$ cat src/hw/flash_status_defines.svh
// Purpose: offsets, command codes and timing counts of the flash status/reset sequencer
// Assumes: 250 MHz clock
// Notes: byte addresses on the Avalon-MM slave
`ifndef FLASH_STATUS_DEFINES_SVH
`define FLASH_STATUS_DEFINES_SVH

// register byte offsets
`define OFS_ADDR 5'h00
`define OFS_DATA 5'h04
`define OFS_STATE 5'h08

// command cycle addresses and data
`define CMD_ADDR_UNLOCK1 12'h555
`define CMD_ADDR_UNLOCK2 12'h2aa
`define CMD_UNLOCK1 8'haa
`define CMD_UNLOCK2 8'h55
`define CMD_PROGRAM 8'ha0
`define CMD_ERASE_SETUP 8'h80
`define CMD_SECTOR_ERASE 8'h30
`define CMD_CHIP_ERASE 8'h10
`define CMD_AUTOSELECT 8'h90
`define CMD_SUSPEND 8'hb0
`define CMD_RESUME 8'h30
`define CMD_RESET 8'hf0

// erased byte and autoselect code values
`define ERASED_BYTE 8'hff
`define AUTOSEL_CODE 8'h5a

// timing
`define CLK_PERIOD_NS 4
`define ERASE_WIN_US 50
`define ERASE_WIN_CYCLES ((`ERASE_WIN_US * 1000) / `CLK_PERIOD_NS)
`define RESET_TO_READ_NS 250
`define RESET_TO_READ_CYCLES (`RESET_TO_READ_NS / `CLK_PERIOD_NS)
`define PROG_CYCLES 64
`define ERASE_CYCLES 2048
`define LIMIT_CYCLES 1024
`define READY_BUSY_CYCLES 128
`define READY_IDLE_CYCLES 32

`endif

$ cat src/hw/flash_status_pkg.sv
// Purpose: types of the flash status/reset sequencer
// Assumes: nothing
// Notes: one packed struct holds all state
package flash_status_pkg;

  typedef enum logic [3:0] {
    ST_READ, ST_C1, ST_C2, ST_PROG_ADDR, ST_E3, ST_E4, ST_E5, ST_AUTOSEL,
    ST_PROGRAM, ST_ERASE_WIN, ST_ERASE, ST_SUSP, ST_FAIL, ST_HWRST
  } state_e;

  typedef struct packed {
    logic waitreq;
    logic [31:0] rdata;
    logic [11:0] addr;
    state_e st;
    logic susp;
    logic [7:0] pd;
    logic [3:0] pa;
    logic bad;
    logic tl;
    logic ew;
    logic [3:0] sel;
    logic [23:0] cnt;
    logic tog;
    logic stog;
    logic hw_busy;
    logic busy_oe_n;
    logic [15:0][7:0] mem;
  } state_s;

endpackage : flash_status_pkg

$ cat src/hw/flash_write_status_and_reset_cmd.sv
// Purpose: program/erase status bits, busy pin and reset command of a small parallel flash
// Assumes: srst synchronous active high; reset_pin_n synchronous to clk
// Notes: 16-byte array in four 4-byte sectors; commands are writes to the DATA register
//
// Summary of operation
// - over pulse limit sets timing-limit flag
// - programming 0 to 1 halts, then flags
// - each added sector restarts erase window
// - window expiry sets erase-window flag
// - erase running: only suspend accepted
// - window open: more sector erases accepted
// - busy low during operations, program rejects commands
// - erase suspend releases busy pin
// - busy after fourth/sixth command strobe
// - hardware reset holds busy until done
// - program/erase status bit patterns
// - suspended sector status, elsewhere array
// - reset command returns, address ignored
// - reset aborts erase sequence before start
// - reset aborts program sequence before start
// - reset after failure returns to read, or to suspend if an erase is suspended
// - reset returns within 250 ns
// - poll bit shows complement while programming
// - toggle bit flips on each status read during program or erase
//
// The Avalon-MM slave port and the address map are this design's own decisions.
`timescale 1ns/1ps
`include "flash_status_defines.svh"

module flash_write_status_and_reset_cmd
  import flash_status_pkg::*;
#(
  parameter int ERASE_WIN_CYCLES = `ERASE_WIN_CYCLES
) (
  input wire logic clk, // 250 MHz clock
  input wire logic srst, // synchronous reset
  input wire logic [4:0] avs_address, // byte address
  input wire logic avs_read, // read request
  input wire logic avs_write, // write request
  input wire logic [31:0] avs_writedata, // write data
  output logic [31:0] avs_readdata, // read data
  output logic avs_waitrequest, // stall
  input wire logic reset_pin_n, // hardware reset pin
  output logic busy_indicator_n_o, // pin level when driven
  output logic busy_indicator_n_oe_n // low while pulling low
);

  state_s r_reg;
  state_s r_next;

  // sector of an array address
  function automatic logic [1:0] sector_of(input logic [11:0] a);
    sector_of = a[3:2];
  endfunction : sector_of

  // operation in progress states
  function automatic logic is_busy(input state_s s);
    is_busy = (s.st == ST_PROGRAM) || (s.st == ST_ERASE_WIN) || (s.st == ST_ERASE) ||
              (s.st == ST_FAIL) || ((s.st == ST_HWRST) && s.hw_busy);
  endfunction : is_busy

  logic req;
  logic acc;
  logic sec_sel;
  logic [7:0] fbyte;
  logic [7:0] d;
  state_e ret;

  // next state
  always_comb begin
    r_next = r_reg;
    req = avs_read | avs_write;
    acc = req & ~r_reg.waitreq;
    d = avs_writedata[7:0];
    sec_sel = r_reg.sel[sector_of(r_reg.addr)];
    ret = r_reg.susp ? ST_SUSP : ST_READ;

    // data seen at a flash read
    fbyte = r_reg.mem[r_reg.addr[3:0]];
    case (r_reg.st)
      ST_AUTOSEL: fbyte = `AUTOSEL_CODE;
      ST_PROGRAM, ST_FAIL: begin
        fbyte = 8'h00;
        fbyte[7] = ~r_reg.pd[7];
        fbyte[6] = r_reg.tog;
        fbyte[5] = r_reg.tl;
        fbyte[2] = r_reg.stog;
      end
      ST_ERASE_WIN, ST_ERASE: begin
        fbyte = 8'h00;
        fbyte[6] = r_reg.tog;
        fbyte[5] = r_reg.tl;
        fbyte[3] = r_reg.ew;
        fbyte[2] = r_reg.stog;
      end
      ST_SUSP: begin
        if (sec_sel) begin
          fbyte = 8'h80;
          fbyte[6] = r_reg.tog;
          fbyte[2] = r_reg.stog;
        end
      end
      default: ;
    endcase

    // bus handshake: one wait cycle, then answer
    r_next.waitreq = ~(req & r_reg.waitreq);
    if (avs_read && r_reg.waitreq) begin
      case (avs_address)
        `OFS_ADDR: r_next.rdata = {20'h00000, r_reg.addr};
        `OFS_DATA: r_next.rdata = {24'h000000, fbyte};
        `OFS_STATE: r_next.rdata = {20'h00000, is_busy(r_reg), r_reg.susp, r_reg.ew, r_reg.tl,
                                    r_reg.sel, r_reg.st};
        default: r_next.rdata = 32'h00000000;
      endcase
    end

    // bit 6 flips on each accepted data read in program, erase or failure; bit 2 only on reads of a selected sector in erase or suspend
    if (acc && avs_read && avs_address == `OFS_DATA) begin
      if (r_reg.st == ST_PROGRAM || r_reg.st == ST_ERASE_WIN || r_reg.st == ST_ERASE ||
          r_reg.st == ST_FAIL) begin
        r_next.tog = ~r_reg.tog;
      end
      if ((r_reg.st == ST_ERASE_WIN || r_reg.st == ST_ERASE || r_reg.st == ST_SUSP) && sec_sel) begin
        r_next.stog = ~r_reg.stog;
      end
    end

    // embedded operation timers
    case (r_reg.st)
      ST_PROGRAM: begin
        r_next.cnt = r_reg.cnt + 24'h000001;
        if (!r_reg.bad && r_reg.cnt == 24'(`PROG_CYCLES - 1)) begin
          r_next.mem[r_reg.pa] = r_reg.mem[r_reg.pa] & r_reg.pd;
          r_next.st = ret;
        end else if (r_reg.bad && r_reg.cnt == 24'(`LIMIT_CYCLES - 1)) begin
          r_next.tl = 1'b1;
          r_next.st = ST_FAIL;
        end
      end
      ST_ERASE_WIN: begin
        r_next.cnt = r_reg.cnt + 24'h000001;
        if (r_reg.cnt == 24'(ERASE_WIN_CYCLES - 1)) begin
          r_next.ew = 1'b1;
          r_next.st = ST_ERASE;
          r_next.cnt = 24'h000000;
        end
      end
      ST_ERASE: begin
        r_next.cnt = r_reg.cnt + 24'h000001;
        if (r_reg.cnt == 24'(`ERASE_CYCLES - 1)) begin
          for (int i = 0; i < 16; i++) begin
            if (r_reg.sel[i / 4]) begin
              r_next.mem[i] = `ERASED_BYTE;
            end
          end
          r_next.sel = 4'h0;
          r_next.ew = 1'b0;
          r_next.susp = 1'b0;
          r_next.st = ST_READ;
        end
      end
      ST_HWRST: begin
        if (r_reg.cnt != 24'hffffff) begin
          r_next.cnt = r_reg.cnt + 24'h000001;
        end
        if (reset_pin_n && r_reg.cnt >= (r_reg.hw_busy ? 24'(`READY_BUSY_CYCLES) :
                                         24'(`READY_IDLE_CYCLES))) begin
          r_next.st = ST_READ;
          r_next.hw_busy = 1'b0;
        end
      end
      default: ;
    endcase

    // address register write
    if (acc && avs_write && avs_address == `OFS_ADDR) begin
      r_next.addr = avs_writedata[11:0];
    end

    // flash command cycles
    if (acc && avs_write && avs_address == `OFS_DATA) begin
      case (r_reg.st)
        ST_READ, ST_SUSP: begin
          if (d == `CMD_RESET) begin
            r_next.st = ret;
          end else if (r_reg.addr == `CMD_ADDR_UNLOCK1 && d == `CMD_UNLOCK1) begin
            r_next.st = ST_C1;
          end else if (r_reg.st == ST_SUSP && d == `CMD_RESUME) begin
            r_next.st = ST_ERASE;
            r_next.susp = 1'b0;
          end
        end
        ST_C1: r_next.st = (r_reg.addr == `CMD_ADDR_UNLOCK2 && d == `CMD_UNLOCK2) ? ST_C2 : ret;
        ST_C2: begin
          r_next.st = ret;
          if (r_reg.addr == `CMD_ADDR_UNLOCK1) begin
            if (d == `CMD_PROGRAM) r_next.st = ST_PROG_ADDR;
            if (d == `CMD_ERASE_SETUP && !r_reg.susp) r_next.st = ST_E3;
            if (d == `CMD_AUTOSELECT && !r_reg.susp) r_next.st = ST_AUTOSEL;
          end
        end
        ST_PROG_ADDR: begin
          if (d == `CMD_RESET) begin
            r_next.st = ret;
          end else begin
            r_next.pa = r_reg.addr[3:0];
            r_next.pd = d;
            r_next.bad = |(d & ~r_reg.mem[r_reg.addr[3:0]]);
            r_next.cnt = 24'h000000;
            r_next.tl = 1'b0;
            r_next.st = ST_PROGRAM;
          end
        end
        ST_E3: r_next.st = (r_reg.addr == `CMD_ADDR_UNLOCK1 && d == `CMD_UNLOCK1) ? ST_E4 : ST_READ;
        ST_E4: r_next.st = (r_reg.addr == `CMD_ADDR_UNLOCK2 && d == `CMD_UNLOCK2) ? ST_E5 : ST_READ;
        ST_E5: begin
          r_next.st = ST_READ;
          r_next.cnt = 24'h000000;
          r_next.tl = 1'b0;
          if (d == `CMD_SECTOR_ERASE) begin
            r_next.sel[sector_of(r_reg.addr)] = 1'b1;
            r_next.ew = 1'b0;
            r_next.st = ST_ERASE_WIN;
          end else if (d == `CMD_CHIP_ERASE && r_reg.addr == `CMD_ADDR_UNLOCK1) begin
            r_next.sel = 4'hf;
            r_next.ew = 1'b1;
            r_next.st = ST_ERASE;
          end
        end
        ST_AUTOSEL: if (d == `CMD_RESET) r_next.st = ST_READ;
        ST_ERASE_WIN: begin
          // window expiring in the same cycle wins over an added sector
          if (d == `CMD_SECTOR_ERASE && r_next.st == ST_ERASE_WIN) begin
            r_next.sel[sector_of(r_reg.addr)] = 1'b1;
            r_next.cnt = 24'h000000;
            r_next.ew = 1'b0;
            r_next.st = ST_ERASE_WIN;
          end else if (d == `CMD_SUSPEND) begin
            r_next.ew = 1'b1;
            r_next.susp = 1'b1;
            r_next.st = ST_SUSP;
          end
        end
        ST_ERASE: begin
          if (d == `CMD_SUSPEND) begin
            r_next.susp = 1'b1;
            r_next.st = ST_SUSP;
          end
        end
        ST_FAIL: begin
          if (d == `CMD_RESET) begin
            r_next.tl = 1'b0;
            r_next.st = ret;
          end
        end
        default: ; // program and hardware reset ignore commands
      endcase
    end

    // hardware reset pin wins over everything
    if (!reset_pin_n && r_reg.st != ST_HWRST) begin
      r_next.hw_busy = is_busy(r_reg);
      r_next.st = ST_HWRST;
      r_next.cnt = 24'h000000;
      r_next.susp = 1'b0;
      r_next.sel = 4'h0;
      r_next.tl = 1'b0;
      r_next.ew = 1'b0;
    end

    r_next.busy_oe_n = ~is_busy(r_next);
  end

  // state register
  always_ff @(posedge clk) begin
    if (srst) begin
      r_reg <= '0;
      r_reg.waitreq <= 1'b1;
      r_reg.st <= ST_READ;
      r_reg.busy_oe_n <= 1'b1;
      r_reg.mem <= {16{`ERASED_BYTE}};
    end else begin
      r_reg <= r_next;
    end
  end

  assign avs_readdata = r_reg.rdata;
  assign avs_waitrequest = r_reg.waitreq;
  assign busy_indicator_n_o = 1'b0; // open drain only ever pulls low
  assign busy_indicator_n_oe_n = r_reg.busy_oe_n;

endmodule : flash_write_status_and_reset_cmd

$ cat config.mk
export PLATFORM = sky130hd
export DESIGN_NAME = flash_write_status_and_reset_cmd
export DESIGN_NICKNAME = d
export VERILOG_FILES = /design/src/hw/flash_status_pkg.sv /design/src/hw/flash_write_status_and_reset_cmd.sv
export VERILOG_INCLUDE_DIRS = /design/src /design/src/hw
export SDC_FILE = /design/constraint.sdc
export NUM_CORES = 1
export LEC_CHECK = 0
export ABC_AREA = 1
export CAP_MARGIN = 5
export CORE_ASPECT_RATIO = 1.4
export CORE_UTILIZATION = 40
export CTS_BUF_LIST = sky130_fd_sc_hd__clkbuf_2
export DETAILED_ROUTE_END_ITERATION = 10
export DONT_BUFFER_PORTS = 1
export GPL_ROUTABILITY_DRIVEN = 0
export MAX_ROUTING_LAYER = met4
export PLACE_DENSITY = 0.57
export SLEW_MARGIN = 25
export SYNTH_ARGS = -nofsm -noshare
export SYNTH_HDL_FRONTEND = slang
export SYNTH_SLANG_ARGS = --single-unit
$ cat constraint.sdc
create_clock -name clk -period 1.9 [get_ports clk]
set_input_delay 0.38 -clock clk [delete_from_list [all_inputs] [get_ports clk]]
set_output_delay 0.38 -clock clk [all_outputs]
set_load 0.1 [all_outputs]
==> results of run 1 <==
[final cells by class]
type	count	share of cell area, %
multi-input combinational	1316	44.90
timing repair buffer	393	22.42
sequential	205	22.03
inverter	240	5.405
tap	380	2.520
clock buffer	72	1.910
timing repair inverter	12	0.4775
clock inverter	8	0.3183
antenna	2	0.02653
[placed cells by master (no fill, tap or decap), types with 64 or more instances in the layout]
master / n
nand2_1: 279
buf_4: 234
inv_1: 179
dfxtp_1: 178
nor2_1: 130
o21ai_1: 128
a21oi_2: 121
o21ai_0: 94
a21oi_1: 84
clkbuf_2: 72
nand2_2: 64
[power by group through the flow]
| stage | registers, uW | logic [uW] | clock network [uW] |
|---|---|---|---|
| after floorplan | 4480 | 740 | 0 |
| after global placement | 4450 | 1090 | 0 |
| after detailed placement | 4450 | 1100 | 0 |
| after CTS | 4350 | 1350 | 3120 |
| after global routing | 4360 | 1580 | 3310 |
| final | 4350 | 1500 | 3050 |
[logic make-up after synthesis]
| group | synth area share, % |
|---|---|
| and+or+nand+nor | 23.65 |
| AOI/OAI and AO/OA | 27.85 |
| buffers and inverters | 13.28 |
| DFF | 34.12 |
| xor gates and xnor gates | 0.6555 |
| adders and majority gates | 0.4162 |
| other | 0.03118 |
[path summary, 6_finish.rpt]
kind	from	to	slack, ns	cells after the start
worst max-delay path	r_reg[163]	r_reg[92]	-0.34	13
worst min-delay path	srst	r_reg[129]	-0.47	1
worst max register to register	r_reg[163]	r_reg[92]	-0.34	13
worst min register to register	r_reg[130]	r_reg[130]	0.46	1
[per-layer routing]
layer,up-vias,routed length (um)
li1,6915,-
met1,6900,18520
met2,680,25170
met3,281,3487
met4,0,4627
met5,-,0
[worst register-to-register path: cells and delay by family (launching register included)]
family / cells / cell delay, ns
AO/OA/AOI/OAI: 4 / 0.64
AND/OR/NAND/NOR: 5 / 0.42
buffers and inverters: 4 / 0.65
flip-flops: 1 / 0.39
[per-stage QoR]
| step | cells | setup TNS, ns | worst slack [ns] | hold WS [ns] |
|---|---|---|---|---|
| final | 2628 | -36.56 | -0.3428 | -0.4736 |
| after floorplan | 1878 | -0.02875 | -0.004878 | 0.4234 |
| after global placement | 2438 | -39.68 | -0.3477 | 0.4454 |
| after CTS | 2603 | -29.98 | -0.2743 | -0.5239 |
| after global routing | 2627 | -52.36 | -0.4281 | -0.5462 |
| after detailed placement | 2438 | -47.76 | -0.3822 | 0.4512 |
[repair_timing]
item                                   4_1_cts  5_1_grt
setup endpoints to repair                  191      192
pin swaps                                  143      170
gates resized for setup                    533      367
buffers inserted                            42       28
cloned                                      29        6
endpoints found under the hold margin      195      151
==> impl_metrics.ini, run 1 <==
[status]
status = finished, violations left
violations = negative hold slack, negative setup slack

[finish]
drive_gt1_share_pct = 43.28
regArea_mm2 = 0.004155
nets = 2266
fin_area_mm2 = 0.01887
fillers = 2467
multiInputGateArea_mm2 = 0.008471
largest_reg_flops = 191
syn_to_final_growth_pct = 56.87
post-route-util_pct = 64.28

[detailed_routing]
drc_errors = 0
vias = 14780
routed_wl_um = 51810
drtIter0Drc = 1271
routedWlPerCell_um = 19.71
postRouteAntennaNets = 0
routed_via_density = 5.623
drt-pass1-iter-count = 6

[synth]
avgSynthCellArea_um2 = 6.473
yosysMostFrequentCell = nand2_1
yosys.area.top_type = dfxtp_1
syn-cell-area_mm2 = 0.01203
ys.flop_type = dfxtp_1
synth_edf_count = 0
async_flop_share_pct = 0
syn_inst = 1858
synth_area_leaders = dfxtp_1, nand2_1, o21ai_0
yosysTopAreaCellShare_pct = 34.12
yosysWarnings = 0
synth_commonest_cells = nand2_1, o21ai_0, a21oi_1
ys_types = 51
ys_seq_area_share_pct = 34.12
synth-seq-cells = 205

[floorplan]
core_area_mm2 = 0.02935
start_util_pct = 40.98
num_rows = 74
die_height_um = 207.2
chipWidth_um = 148.5
io-pin-count = 77
dieArea_mm2 = 0.03077

[pwr]
power.switching_uw = 2874
power_uw = 8906
leakagePower_uw = 0.007983
pwr-share-seq_pct = 48.9
p_per_area_mw_per_mm2 = 472.1
internal-power_uw = 6032
swShare_pct = 32.27
power_frac_comb_pct = 16.9
vdd_drop_max_uv = 341.0
p_clk_share_pct = 34.3

[clock_tree]
insertion_delay_ns = 0.94
cts_root_buf = clkbuf_2
cts_tree = yes
clock_sinks = 205
numCtsBuffers = 52
clk_pin_slew_ns = 0.10
ctsHtreeMaxLevel = 2
clk_path_buf_depth = 3
postCtsHoldBufs = 24

[setup_path]
arrival_ns = 3.02
cpMaxStageDelayCell = dfxtp_4
cpPeakStageDelay_ns = 0.39
crit_required_ns = 2.67
crit_family = buffers and inverters
end_kind = flip-flop
cp-start-kind = flip-flop
crit_path_frequent_cell = buf_6
cp_max_fo = 8
crit_buf_inv = 4
crit_chain = nand2_4 > clkinvlp_4 > buf_6 > buf_6 > a22oi_2 > o221ai_4 > nand2_1 > nand4_1 > nand2_1 > nand2_2 > buf_6 > a21oi_2 > o21ai_1
critPathKind = reg -> reg

[place]
placed_cell_area_mm2 = 0.01447
port_buffers = 0
dp_hpwl_um = 31280

[sta]
worst_slack_ns = -0.3428
drv_slew = 0
fin_crit_ns = 2.243
slew_headroom_pct = 53.84
fin_skew_ns = 0.07638
hold_ws_ns = -0.4736
finalSetupViolCount = 166
fin_crit_sh_pct = 118.0
worst_pin_slew_ns = 0.6907
rsz0062_at_grt = true
finalHoldViolations = 147
max_freq_ghz = 0.4459

[global_routing]
grtUsageMet3_pct = 5.749
grt_pass1_wl_um = 76870
busiest_layer = met2
track_usage_pct = 33.13
met2_usage_pct = 54.95
antenna_found_initial = 1
grt_overflow = 0
gr-usage-met1_pct = 33.90
grt_max_degree = 137
grt_pass1_vias = 14610

[job]
max-cap-violations = 0

[min_path]
min_path_type = in -> reg
(Power assumes the default switching activity.)
==> run 2, diff against run 1 <==
==> constraint.sdc (replaced) <==
create_clock -name clk -period 1.9 [get_ports clk]
set_input_delay 0.19 -clock clk [delete_from_list [all_inputs] [get_ports clk]]
set_output_delay 0.19 -clock clk [all_outputs]
set_load 0.1 [all_outputs]
==> impl_metrics.ini, run 2 (same netlist as run 1, synthesis figures left out) <==
[finish]
regArea_mm2 = 0.004144
multiInputGateArea_mm2 = 0.007437
fin_cells = 2614
largest_reg_flops = 191
post-route-util_pct = 58.76
nets = 2235
final_common_cell = nand2_1
drive_gt1_share_pct = 32.96
syn_to_final_growth_pct = 43.40
fin_area_mm2 = 0.01725
most-common-layout-cells = nand2_1, buf_4, dfxtp_1
fillers = 2703

[detailed_routing]
routed_wl_um = 52290
routed_via_density = 5.608
drc_errors = 0
drtIter0Drc = 1334
postRouteAntennaNets = 0
drt-pass1-iter-count = 6
routedWlPerCell_um = 20.01
vias = 14660

[clock_tree]
cts_tree = yes
numCtsBuffers = 54
clk_path_buf_depth = 3
clk_pin_slew_ns = 0.12
ctsHtreeMaxLevel = 2
cts_root_buf = clkbuf_2
postCtsHoldBufs = 29
insertion_delay_ns = 0.95
clock_sinks = 205

[pwr]
leakagePower_uw = 0.007598
power_uw = 9080
vdd_drop_max_uv = 307.0
p_per_area_mw_per_mm2 = 526.5

[global_routing]
busiest_layer = met2
antenna_found_initial = 1
track_usage_pct = 32.70
grt_max_degree = 137
grt_pass1_wl_um = 75750
grt_pass1_vias = 13920
grt_overflow = 0
met2_usage_pct = 55.43
gr-usage-met1_pct = 34.24
grtUsageMet3_pct = 5.969

[setup_path]
r2r_start = r_reg[180]
critPathKind = reg -> reg
cp-start-kind = flip-flop
r2r-end = avs_readdata[1]
rrSetupSlack_ns = -0.22
cp_max_fo = 6
crit_required_ns = 2.67
arrival_ns = 2.89
end_kind = flip-flop
rr_worst_depth = 15

[sta]
rsz0062_at_grt = true
worst_pin_slew_ns = 1.053
finalHoldViolations = 166
hold_ws_ns = -0.6261
fin_skew_ns = 0.08321
worst_slack_ns = -0.2186
max_freq_ghz = 0.4720
finalSetupViolCount = 166
fin_crit_ns = 2.119
slew_headroom_pct = 29.57
drv_slew = 0
fin_crit_sh_pct = 111.5
tns_ns = -21.56

[min_path]
min_path_type = in -> reg
hold_start = srst
hold_depth = 1
holdPathEnd = r_reg[129]

[floorplan]
io-pin-count = 77
chipWidth_um = 148.5
num_rows = 74
dieArea_mm2 = 0.03077
core_area_mm2 = 0.02935
start_util_pct = 40.98
die_height_um = 207.2

[status]
violations = negative hold slack, negative setup slack
status = finished, violations left

[place]
dp.cells = 2401
dp_hpwl_um = 32330
placed_cell_area_mm2 = 0.01413
port_buffers = 0

[job]
max-cap-violations = 0
[run 2: worst max-delay path by stage]
stage	start	end	slack [ns]	cells after the start
CTS	r_reg[132]	r_reg[51]	-0.21	14
finish	r_reg[180]	avs_readdata[1]	-0.22	15
global route	r_reg[133]	r_reg[74]	-0.37	14
global placement	r_reg[164]	r_reg[8]	-0.34	11
floorplan	r_reg[133]	r_reg[28]	-0.005	15
detailed placement	r_reg[132]	r_reg[25]	-0.37	14
[run 2: timing repair]
item	in CTS	in global routing
pin swaps	38	81
endpoints found under the hold margin	205	166
setup buffers	32	24
cloned	18	15
gates resized for setup	194	257
endpoints found under the setup margin	182	187
[run 2: report_power, final]
| part | switching (uW) | leakage [uW] | internal [uW] |
|---|---|---|---|
| clock | 2050 | 0.000382 | 1310 |
| combinational | 867 | 0.00555 | 500 |
| sequential | 30.7 | 0.00167 | 4320 |
[run 2: cell type report]
cell class | instances | area share [%]
multi-input combinational | 1316 | 43.12
sequential | 205 | 24.03
timing repair buffer | 361 | 20.87
inverter | 240 | 5.724
tap | 380 | 2.757
clock buffer | 70 | 2.031
clock inverter | 30 | 1.001
timing repair inverter | 11 | 0.4498
antenna | 1 | 0.01451
[run 2: metal layers]
metal,vias to the layer above,wire length (um)
met3,260,4271
met4,0,3822
met1,6763,18550
li1,6849,-
met2,788,25660
met5,-,0
[run 2: critical path: stages, from the launching register on]
cell	delay, ns
dfxtp_4	0.50
clkinv_8	0.08
buf_12	0.14
buf_8	0.12
buf_16	0.14
nor2_2	0.09
o21ai_2	0.08
nand2_1	0.08
nand2_2	0.10
nor2_4	0.12
inv_1	0.06
buf_4	0.13
nand2_1	0.05
o2111ai_1	0.12
nand2_1	0.09
a21oi_1	0.06
[run 2: stage by stage]
| step | setup slack (ns) | hold slack (ns) |
|---|---|---|
| 3_5_place_dp | -0.3735 | 0.2803 |
| 6_report | -0.2186 | -0.6261 |
| 5_1_grt | -0.3709 | -0.6990 |
| 4_1_cts | -0.2111 | -0.7428 |
| 3_3_place_gp | -0.3431 | 0.2738 |
| 2_1_floorplan | -0.004878 | 0.2983 |
